### config.mk
export PLATFORM = sky130hd
export DESIGN_NAME = exec_unit
export DESIGN_NICKNAME = d
export VERILOG_FILES = /design/src/verilog/exec_pkg.sv /design/src/verilog/exec_unit.sv /design/src/verilog/return_stack.sv
export SDC_FILE = /design/constraint.sdc
export NUM_CORES = 2
export LEC_CHECK = 0
export BUFFER_PORTS_ARGS = -buffer_cell sky130_fd_sc_hd__buf_2
export CAP_MARGIN = 20
export CORE_MARGIN = 3
export CORE_UTILIZATION = 62
export CTS_BUF_LIST = sky130_fd_sc_hd__clkbuf_4 sky130_fd_sc_hd__clkbuf_8 sky130_fd_sc_hd__clkbuf_16
export DETAILED_ROUTE_END_ITERATION = 16
export PLACE_DENSITY = 0.79
export SKIP_LAST_GASP = 1
export SYNTH_ARGS = -nofsm -noshare
export SYNTH_HDL_FRONTEND = slang
export SYNTH_HIERARCHICAL = 1
export SYNTH_SLANG_ARGS = --single-unit
### constraint.sdc
create_clock -name MCLK -period 11.45 [get_ports MCLK]
set_input_delay 2.29 -clock MCLK [delete_from_list [all_inputs] [get_ports MCLK]]
set_output_delay 2.29 -clock MCLK [all_outputs]
set_load 0.01 [all_outputs]
### src/verilog/exec_pkg.sv
// constants shared by the instruction execution unit and its testbench
// assumes a 32-bit classic Wishbone slave port with word-aligned byte addresses
`default_nettype none
package exec_pkg;
    // register byte offsets
    localparam logic [7:0] OFF_COMMAND = 8'h00;
    localparam logic [7:0] OFF_ACCUMULATOR = 8'h04;
    localparam logic [7:0] OFF_PROGRAM_COUNTER = 8'h08;
    localparam logic [7:0] OFF_PC_HIGH_BUFFER = 8'h0C;
    localparam logic [7:0] OFF_TABLE_HIGH_POINTER = 8'h10;
    localparam logic [7:0] OFF_STATUS = 8'h14;
    localparam logic [7:0] OFF_REG_SELECT = 8'h18;
    localparam logic [7:0] OFF_REG_DATA = 8'h1C;
    localparam logic [7:0] OFF_STACK_TOP = 8'h20;
    // command word fields
    localparam int CMD_OP_LSB = 0;
    localparam int CMD_DEST_BIT = 3;
    localparam int CMD_REG_LSB = 8;
    localparam int CMD_ADR_LSB = 16;
    // status word fields
    localparam int ST_IRQ_EN_BIT = 0;
    localparam int ST_ZERO_BIT = 1;
    localparam int ST_CARRY_BIT = 2;
    localparam int ST_BUSY_BIT = 3;
    localparam int ST_LEVEL_LSB = 8;
    // widths
    localparam int PC_W = 11;
    localparam int REG_ADR_W = 7;
    localparam int JUMP_ADR_W = 9;
    // reset values
    localparam logic [7:0] RST_ACCUMULATOR = 8'h00;
    localparam logic [10:0] RST_PC = 11'h000;
    localparam logic [2:0] RST_HIGH = 3'h0;
    localparam logic RST_IRQ_EN = 1'b0;
    // trap vector
    localparam logic [10:0] TRAP_VECTOR = 11'h001;
    // cycle counts of the multi-cycle instructions, last cycle index
    localparam logic [1:0] LAST_JUMP = 2'h1;
    localparam logic [1:0] LAST_TRAP = 2'h2;
    localparam logic [1:0] LAST_SKIP = 2'h1;
    typedef enum logic [2:0] {
        IRQ_OFF_OP = 3'h0,
        IRQ_ON_OP = 3'h1,
        PAGED_JUMP_OP = 3'h2,
        COMPUTED_JUMP_OP = 3'h3,
        INCREMENT_OP = 3'h4,
        INCREMENT_SKIP_ZERO_OP = 3'h5,
        TRAP_OP = 3'h6,
        SPARE_OP = 3'h7
    } opcode_t;
endpackage
`default_nettype wire

### src/verilog/exec_unit.sv
// instruction execution unit: irq on/off, paged and computed jumps,
// increment, increment-skip-zero and software trap, driven over Wishbone
// assumes a classic Wishbone master on MCLK; one instruction in flight
// How it works
// - irq-off clears the global irq enable, one cycle.
// - irq-on sets the global irq enable.
// - paged jump loads 9-bit address into pc[8:0], buffer bits 2:1 into pc[10:9].
// - computed jump loads pc from all three table pointer bits and accumulator, two cycles.
// - increment adds one to a register, dest bit picks target, updates zero.
// - trap pushes pc plus one, then loads pc with one, three cycles.
// - increment-skip stores the sum to accumulator or register by dest bit.
// - increment-skip with zero result runs a nop slot, taking two cycles.
`default_nettype none
module exec_unit #(
    parameter int REGS = 128,
    parameter int STACK_DEPTH = 8
) (
    input wire logic MCLK,
    input wire logic RST,
    input wire logic CYC_I,
    input wire logic STB_I,
    input wire logic WE_I,
    input wire logic [7:0] ADR_I,
    input wire logic [3:0] SEL_I,
    input wire logic [31:0] DAT_I,
    output logic [31:0] DAT_O,
    output logic ACK_O,
    output logic IRQ_ENABLE
);
    typedef enum logic {IDLE, EXEC} state_t;

    state_t state;
    exec_pkg::opcode_t op;
    logic dest;
    logic [exec_pkg::REG_ADR_W-1:0] reg_index;
    logic [exec_pkg::JUMP_ADR_W-1:0] jump_adr;
    logic [1:0] cnt;
    logic [7:0] accumulator;
    logic [10:0] pc;
    logic [2:0] pc_high_buffer;
    logic [2:0] table_high_pointer;
    logic global_irq_enable;
    logic zero;
    logic carry;
    logic [exec_pkg::REG_ADR_W-1:0] reg_select;
    logic [7:0] file [REGS];
    logic [10:0] stack_top;
    logic [2:0] stack_level;

    // bus decode and byte-lane merge
    wire bus_req = CYC_I && STB_I;
    wire bus_commit = bus_req && ACK_O;
    wire busy = (state == EXEC);
    wire wr_ok = bus_commit && WE_I && !busy;
    wire [31:0] lane_mask = {{8{SEL_I[3]}}, {8{SEL_I[2]}}, {8{SEL_I[1]}}, {8{SEL_I[0]}}};
    wire hit_cmd = (ADR_I == exec_pkg::OFF_COMMAND);
    wire hit_acc = (ADR_I == exec_pkg::OFF_ACCUMULATOR);
    wire hit_pc = (ADR_I == exec_pkg::OFF_PROGRAM_COUNTER);
    wire hit_phb = (ADR_I == exec_pkg::OFF_PC_HIGH_BUFFER);
    wire hit_thp = (ADR_I == exec_pkg::OFF_TABLE_HIGH_POINTER);
    wire hit_st = (ADR_I == exec_pkg::OFF_STATUS);
    wire hit_sel = (ADR_I == exec_pkg::OFF_REG_SELECT);
    wire hit_dat = (ADR_I == exec_pkg::OFF_REG_DATA);
    wire hit_stk = (ADR_I == exec_pkg::OFF_STACK_TOP);

    wire [31:0] status_word = {21'h00_0000, stack_level, 4'h0, busy, carry, zero,
        global_irq_enable};
    wire [31:0] read_word =
        hit_cmd ? {7'h00, jump_adr, 1'b0, reg_index, 4'h0, dest, op} :
        hit_acc ? {24'h00_0000, accumulator} :
        hit_pc ? {21'h00_0000, pc} :
        hit_phb ? {29'h0000_0000, pc_high_buffer} :
        hit_thp ? {29'h0000_0000, table_high_pointer} :
        hit_st ? status_word :
        hit_sel ? {25'h000_0000, reg_select} :
        hit_dat ? {24'h00_0000, file[reg_select]} :
        hit_stk ? {21'h00_0000, stack_top} : 32'h0000_0000;
    wire [31:0] merged = (read_word & ~lane_mask) | (DAT_I & lane_mask);

    // execution datapath
    wire [7:0] operand = file[reg_index];
    wire [7:0] sum = 8'(operand + 8'h01);
    wire sum_zero = (sum == 8'h00);
    wire first = busy && (cnt == 2'h0);
    wire [10:0] pc_next = 11'(pc + 11'h001);
    wire is_increment_op = (op == exec_pkg::INCREMENT_OP) || (op == exec_pkg::INCREMENT_SKIP_ZERO_OP);
    wire is_skip = (op == exec_pkg::INCREMENT_SKIP_ZERO_OP);
    // skip is decided from the first-cycle sum, before the register changes
    wire last_cycle =
        (op == exec_pkg::TRAP_OP) ? (cnt == exec_pkg::LAST_TRAP) :
        (op == exec_pkg::PAGED_JUMP_OP || op == exec_pkg::COMPUTED_JUMP_OP) ?
            (cnt == exec_pkg::LAST_JUMP) :
        is_skip ? (cnt == exec_pkg::LAST_SKIP || !sum_zero) : 1'b1;
    wire do_push = first && (op == exec_pkg::TRAP_OP);
    wire file_wr_exec = first && is_increment_op && dest;
    wire file_wr_bus = wr_ok && hit_dat;

    return_stack #(
        .WIDTH(exec_pkg::PC_W),
        .DEPTH(STACK_DEPTH),
        .PTR_W(3)
    ) u_stack (
        .clk(MCLK),
        .rst(RST),
        .push(do_push),
        .push_data(pc_next),
        .top(stack_top),
        .level(stack_level)
    );

    // wishbone answer: one wait state, ack for one cycle
    always_ff @(posedge MCLK) begin
        if (RST) begin
            ACK_O <= 1'b0;
            DAT_O <= 32'h0000_0000;
        end else begin
            ACK_O <= bus_req && !ACK_O;
            DAT_O <= (bus_req && !ACK_O && !WE_I) ? read_word : 32'h0000_0000;
        end
    end

    // register file has no reset; software initialises it
    always_ff @(posedge MCLK) begin
        if (file_wr_exec) begin
            file[reg_index] <= sum;
        end else if (file_wr_bus) begin
            file[reg_select] <= merged[7:0];
        end
    end

    always_ff @(posedge MCLK) begin
        if (RST) begin
            state <= IDLE;
            cnt <= 2'h0;
        end else if (wr_ok && hit_cmd) begin
            state <= EXEC;
            cnt <= 2'h0;
        end else if (busy) begin
            state <= last_cycle ? IDLE : EXEC;
            cnt <= 2'(cnt + 2'h1);
        end
    end

    always_ff @(posedge MCLK) begin
        if (RST) begin
            op <= exec_pkg::IRQ_OFF_OP;
            dest <= 1'b0;
            reg_index <= '0;
            jump_adr <= '0;
            reg_select <= '0;
            pc_high_buffer <= exec_pkg::RST_HIGH;
            table_high_pointer <= exec_pkg::RST_HIGH;
        end else if (wr_ok) begin
            if (hit_cmd) begin
                op <= exec_pkg::opcode_t'(merged[exec_pkg::CMD_OP_LSB +: 3]);
                dest <= merged[exec_pkg::CMD_DEST_BIT];
                reg_index <= merged[exec_pkg::CMD_REG_LSB +: exec_pkg::REG_ADR_W];
                jump_adr <= merged[exec_pkg::CMD_ADR_LSB +: exec_pkg::JUMP_ADR_W];
            end
            if (hit_sel) begin
                reg_select <= merged[exec_pkg::REG_ADR_W-1:0];
            end
            if (hit_phb) begin
                pc_high_buffer <= merged[2:0];
            end
            if (hit_thp) begin
                table_high_pointer <= merged[2:0];
            end
        end
    end

    always_ff @(posedge MCLK) begin
        if (RST) begin
            accumulator <= exec_pkg::RST_ACCUMULATOR;
        end else if (first && is_increment_op && !dest) begin
            accumulator <= sum;
        end else if (wr_ok && hit_acc) begin
            accumulator <= merged[7:0];
        end
    end

    always_ff @(posedge MCLK) begin
        if (RST) begin
            zero <= 1'b0;
            carry <= 1'b0;
        end else if (first && is_increment_op) begin
            zero <= sum_zero;
        end else if (wr_ok && hit_st) begin
            zero <= merged[exec_pkg::ST_ZERO_BIT];
            carry <= merged[exec_pkg::ST_CARRY_BIT];
        end
    end

    always_ff @(posedge MCLK) begin
        if (RST) begin
            global_irq_enable <= exec_pkg::RST_IRQ_EN;
        end else if (first && op == exec_pkg::IRQ_OFF_OP) begin
            global_irq_enable <= 1'b0;
        end else if (first && op == exec_pkg::IRQ_ON_OP) begin
            global_irq_enable <= 1'b1;
        end else if (wr_ok && hit_st) begin
            global_irq_enable <= merged[exec_pkg::ST_IRQ_EN_BIT];
        end
    end

    assign IRQ_ENABLE = global_irq_enable;

    // pc: jumps and the trap load at their last cycle, others step by one each busy cycle
    always_ff @(posedge MCLK) begin
        if (RST) begin
            pc <= exec_pkg::RST_PC;
        end else if (busy) begin
            case (op)
                exec_pkg::PAGED_JUMP_OP: begin
                    if (last_cycle) pc <= {pc_high_buffer[2:1], jump_adr};
                end
                exec_pkg::COMPUTED_JUMP_OP: begin
                    if (last_cycle) pc <= {table_high_pointer, accumulator};
                end
                exec_pkg::TRAP_OP: begin
                    if (last_cycle) pc <= exec_pkg::TRAP_VECTOR;
                end
                default: begin
                    pc <= pc_next;
                end
            endcase
        end else if (wr_ok && hit_pc) begin
            pc <= merged[10:0];
        end
    end

    // checks
    property p_irq_off;
        @(posedge MCLK) disable iff (RST)
        (first && op == exec_pkg::IRQ_OFF_OP) |=> !global_irq_enable && !busy;
    endproperty
    a_irq_off: assert property (p_irq_off) else $error("irq off failed");

    property p_irq_on;
        @(posedge MCLK) disable iff (RST)
        (first && op == exec_pkg::IRQ_ON_OP) |=> global_irq_enable && IRQ_ENABLE;
    endproperty
    a_irq_on: assert property (p_irq_on) else $error("irq on failed");

    property p_paged;
        @(posedge MCLK) disable iff (RST)
        (first && op == exec_pkg::PAGED_JUMP_OP) |=> busy ##1
            (!busy && pc == {$past(pc_high_buffer[2:1], 2), $past(jump_adr, 2)});
    endproperty
    a_paged: assert property (p_paged) else $error("paged jump wrong");

    property p_computed;
        @(posedge MCLK) disable iff (RST)
        (first && op == exec_pkg::COMPUTED_JUMP_OP) |=> busy ##1
            (!busy && pc == {$past(table_high_pointer, 2), $past(accumulator, 2)});
    endproperty
    a_computed: assert property (p_computed) else $error("computed jump wrong");

    property p_increment_op_acc;
        @(posedge MCLK) disable iff (RST)
        (first && op == exec_pkg::INCREMENT_OP && !dest) |=>
            accumulator == 8'($past(operand) + 8'h01) && zero == (accumulator == 8'h00)
            && !busy;
    endproperty
    a_increment_op_acc: assert property (p_increment_op_acc) else $error("increment wrong");

    property p_trap;
        @(posedge MCLK) disable iff (RST)
        (first && op == exec_pkg::TRAP_OP) |=> stack_top == 11'($past(pc) + 11'h001)
            ##0 busy[*2] ##1 (!busy && pc == exec_pkg::TRAP_VECTOR);
    endproperty
    a_trap: assert property (p_trap) else $error("trap wrong");

    property p_skip_dest;
        @(posedge MCLK) disable iff (RST)
        (first && is_skip && dest) |=> file[reg_index] == 8'($past(operand) + 8'h01);
    endproperty
    a_skip_dest: assert property (p_skip_dest) else $error("skip store wrong");

    property p_skip_slot;
        @(posedge MCLK) disable iff (RST)
        (first && is_skip && sum_zero) |=> busy ##1
            (!busy && pc == 11'($past(pc, 2) + 11'h002));
    endproperty
    a_skip_slot: assert property (p_skip_slot) else $error("skip slot wrong");

    property p_flags_kept;
        @(posedge MCLK) disable iff (RST)
        (busy && !is_increment_op) |=> $stable(zero) && $stable(carry);
    endproperty
    a_flags_kept: assert property (p_flags_kept) else $error("flags changed");

    c_trap: cover property (@(posedge MCLK) disable iff (RST)
        first && op == exec_pkg::TRAP_OP);
    c_skip: cover property (@(posedge MCLK) disable iff (RST)
        first && is_skip && sum_zero);
    c_paged: cover property (@(posedge MCLK) disable iff (RST)
        first && op == exec_pkg::PAGED_JUMP_OP);
endmodule // exec_unit
`default_nettype wire

### src/verilog/return_stack.sv
// circular return-address stack kept in flip-flops
// assumes one push per cycle at most; overflow overwrites the oldest entry
`default_nettype none
module return_stack #(
    parameter int WIDTH = 11,
    parameter int DEPTH = 8,
    parameter int PTR_W = 3
) (
    input wire logic clk,
    input wire logic rst,
    input wire logic push,
    input wire logic [WIDTH-1:0] push_data,
    output logic [WIDTH-1:0] top,
    output logic [PTR_W-1:0] level
);
    logic [WIDTH-1:0] entry [DEPTH];
    logic [PTR_W-1:0] ptr;
    wire [PTR_W-1:0] top_index = PTR_W'(ptr - 1'b1);

    always_ff @(posedge clk) begin
        if (rst) begin
            ptr <= '0;
        end else if (push) begin
            ptr <= PTR_W'(ptr + 1'b1);
        end
    end

    genvar i;
    generate
        for (i = 0; i < DEPTH; i++) begin : g_entry
            always_ff @(posedge clk) begin
                if (rst) begin
                    entry[i] <= '0;
                end else if (push && ptr == PTR_W'(i)) begin
                    entry[i] <= push_data;
                end
            end
        end
    endgenerate

    assign top = entry[top_index];
    assign level = ptr;
endmodule // return_stack
`default_nettype wire

==> flow_metrics.py <==
metrics = {
    "die": {
        "ios": 83,
        "chipWidth_um": 311,
        "coreArea_sq_um": 91900,
        "die_area_sq_um": 96600,
        "die_h_um": 311,
        "std_cell_rows": 111,
        "start_util": 0.626,
    },
    "grt": {
        "grt_first_pass_wirelength_um": 248000,
        "grt_max_degree": 140,
        "antenna_found_initial": 5,
        "grt_busiest_layer": "met2",
        "met1_usage": 0.474,
        "grtUsageMet3": 0.113,
        "grtUsageMet2": 0.545,
        "grt_usage": 0.356,
        "grt_pass1_vias": 34800,
        "grt_overflow": 0,
    },
    "synth": {
        "synthFlopType": "edfxtp_1",
        "yosysTopAreaCell": "edfxtp_1",
        "yosys.cell_types.count": 75,
        "synth_enable_flop_cells": 1112,
        "yosysSeqAreaShare": 0.615,
        "synthCells": 3268,
        "ys_seq_elements": 1212,
        "async_flop_share": 0,
        "ys_top_cells_by_area": "edfxtp_1 (58%), mux4_2 (23%), dfxtp_1 (3.5%)",
        "synth_top_area_frac": 0.580,
        "yosysWarnings": 6,
        "syn-cell-area_sq_um": 57600,
        "avgSynthCellArea_sq_um": 17.6,
    },
    "setup_path": {
        "slowest_stage": "nand2b_1",
        "cp-end-kind": "flop",
        "worstSetupPathType": "in -> reg",
        "critical_path.endpoint": "file[24][4]",
        "max_stage_delay_ps": 870,
        "required_ps": 11770,
        "start_kind": "input pin",
        "r2r_setup_slack_ps": 4610,
        "crit_family": "simple AND/OR/NAND/NOR gates",
        "timing.rr.end": "file[33][6]",
        "reg2reg_depth": 14,
        "crit_path_start": "ADR_I[5]",
        "cp_num_buf_inv": 2,
        "path_max_fanout": 26,
        "arrival_ps": 7470,
        "crit_chain": "buf_2 -> or4b_1 -> nor3_1 -> nand2_1 -> o21ai_1 -> nand2b_1 -> buf_4 -> nor2_1",
        "worstSetupPathDepth": 8,
    },
    "timing": {
        "finClkSkew_ps": 30.3,
        "period_needed_ps": 7150,
        "setup_ws_ps": 4300,
        "hold_violations": 0,
        "fmax_mhz": 140,
        "drv_slew": 0,
        "relSlewSlack": 0.202,
        "fin_tns_setup_ps": 0,
        "fin_crit_sh": 0.625,
        "holdWs_ps": 475,
        "setup_viol": 0,
        "tightest_slew_ps": 1200,
        "rsz0062_at_grt": "false",
    },
    "clock_network": {
        "postCtsHoldBufs": 0,
        "cts_resized": 0,
        "htreeDepth": 3,
        "root_buffer": "clkbuf_16",
        "clk_latency_ps": 710,
        "cts.clk_slew.worst_paths_ps": 60,
        "cts_buffer_depth": 3,
        "cts_sinks": 1212,
        "post_cts_buffers": 0,
        "cts_buffers": 117,
        "cts_tree": "yes",
    },
    "final_layout": {
        "areaGrowthSynthToFinish_pct": 9.36,
        "final_cell_mix": "edfxtp_1 (1112), mux4_2 (599), nor2_1 (218)",
        "fillers": 5712,
        "fin_cells": 4634,
        "final_common_cell": "edfxtp_1",
        "layout-drive-gt1-share": 0.296,
        "nets": 3355,
        "post-route-util": 0.685,
    },
    "place": {
        "dp_slack_ps": 4050,
        "dp_cells": 4406,
        "portBuffers": 66,
        "dp_hpwl_um": 110000,
        "place.gp.congestion": 0.984,
    },
    "worst_hold_path": {
        "hp-start": "ACK_O",
        "hp-class": "reg -> reg",
    },
    "power": {
        "intPower_w": 0.00708,
        "max-vdd-ir-drop_v": 0.000122,
        "pwr-share-comb": 0.006,
        "p_clk_frac": 0.452,
        "powerDensity_nw_per_um2": 140,
        "seq_power_share": 0.542,
        "p_leak_nw": 18.9,
        "switching_share": 0.196,
        "switching_power_w": 0.00172,
    },
    "detailed_routing": {
        "drc": 0,
        "ant_nets": 0,
        "dr.pass1.iters": 8,
        "via_count": 35200,
        "detail_route.wl_per_cell_um": 37.0,
        "wl_um": 171000,
        "drt_iter0_markers": 5636,
        "vias_per_cell": 7.59,
    },
    "outcome": {
        "outcome": "finished, final reports clean",
    },
    "run": {
        "maxCapViolations": 0,
    },
}
## synthesized netlist by cell type, types with 6 or more instances
master and n:
buf_4 39, inv_1 22, xnor2_1 11, o22ai_1 18
buf_1 17, nor4_1 16, nand3b_1 6, a211oi_1 18
a221oi_1 20, a211o_1 8, nor2_1 218, ha_1 11
o221ai_1 7, a31oi_1 18, clkbuf_1 108, and3_1 72
a21oi_1 75, buf_6 14, nand3_1 50, a21o_1 10
edfxtp_1 1112, a31o_2 8, mux4_2 599, nand2b_1 30
mux2_2 17, nor3_1 25, or2_2 8, nor2b_1 40
a2111oi_0 23, buf_2 61, mux2i_1 104, o21ai_0 41
a22oi_1 28, a22o_1 10, and2_1 66, o31ai_1 8
nor3b_1 10, nand2_1 138, dfxtp_1 100
## flip-flops by register name, indices dropped and copies added (netlist names), named ones only
name and cells:
u_stack/entry 88, file 1024, dest 1, DAT_O 24, busy 1, carry 1
table_high_pointer 3, IRQ_ENABLE 1, op 3, pc 11, jump_adr 9, cnt 2
ACK_O 1, reg_select 7, zero 1, reg_index 7, u_stack/level 3, pc_high_buffer 3
accumulator 8
## layout make-up
type / instances / area, sq um / share of cell area
sequential: 1212 / 35400 / 0.563
multi-input combinational: 1788 / 20900 / 0.332
clock buffer: 142 / 3170 / 0.0503
tap: 1243 / 1560 / 0.0247
timing repair buffer: 149 / 1070 / 0.0170
clock inverter: 71 / 757 / 0.0120
inverter: 27 / 101 / 0.00161
antenna: 2 / 5.00 / 0.0000795
## power by group through the flow
stage          sequential, W  clock [W]  combinational [W]
2_1_floorplan        0.00487          0          0.0000305
6_report             0.00477    0.00398          0.0000542
4_1_cts              0.00477    0.00399          0.0000528
3_3_place_gp         0.00487          0          0.0000513
3_5_place_dp         0.00487          0          0.0000524
5_1_grt              0.00477    0.00417          0.0000566
## per-layer routing
layer / routed length (um) / part of all wire / vias up
met2: 79500 / 0.46 / 3043
li1: - / - / 13600
met3: 24200 / 0.14 / 557
met1: 57400 / 0.33 / 17900
met4: 10200 / 0.060 / 6
met5: 145 / 0.00085 / -
## cells by family (layout without fill, tap and decap cells)
kind of cell	Yosys count	in the layout	share of synthesized area
other cells	1	10	0.0000651
compound gates	331	331	0.0398
xor+xnor	18	18	0.00300
fa+ha+maj	11	11	0.00239
mux	720	720	0.256
simple gates	700	700	0.0599
buf+inv	275	389	0.0245
flops	1212	1212	0.615
## how the worst min path moves through the flow
stage | end | slack [ps] | cells past startpoint
final | ACK_O | 480 | 1
after detailed placement | ACK_O | 470 | 1
after global routing | ACK_O | 490 | 1
after CTS | ACK_O | 480 | 1
after floorplan | jump_adr[2] | 440 | 2
after global placement | ACK_O | 450 | 1
## per-stage QoR
step / instance area (sq um) / power (W)
after floorplan: 57600 / 0.00490
after global placement: 58900 / 0.00492
after detailed placement: 58900 / 0.00492
after CTS: 62800 / 0.00882
after global routing: 63000 / 0.00899
final: 63000 / 0.00881
(Power assumes the default switching activity.)
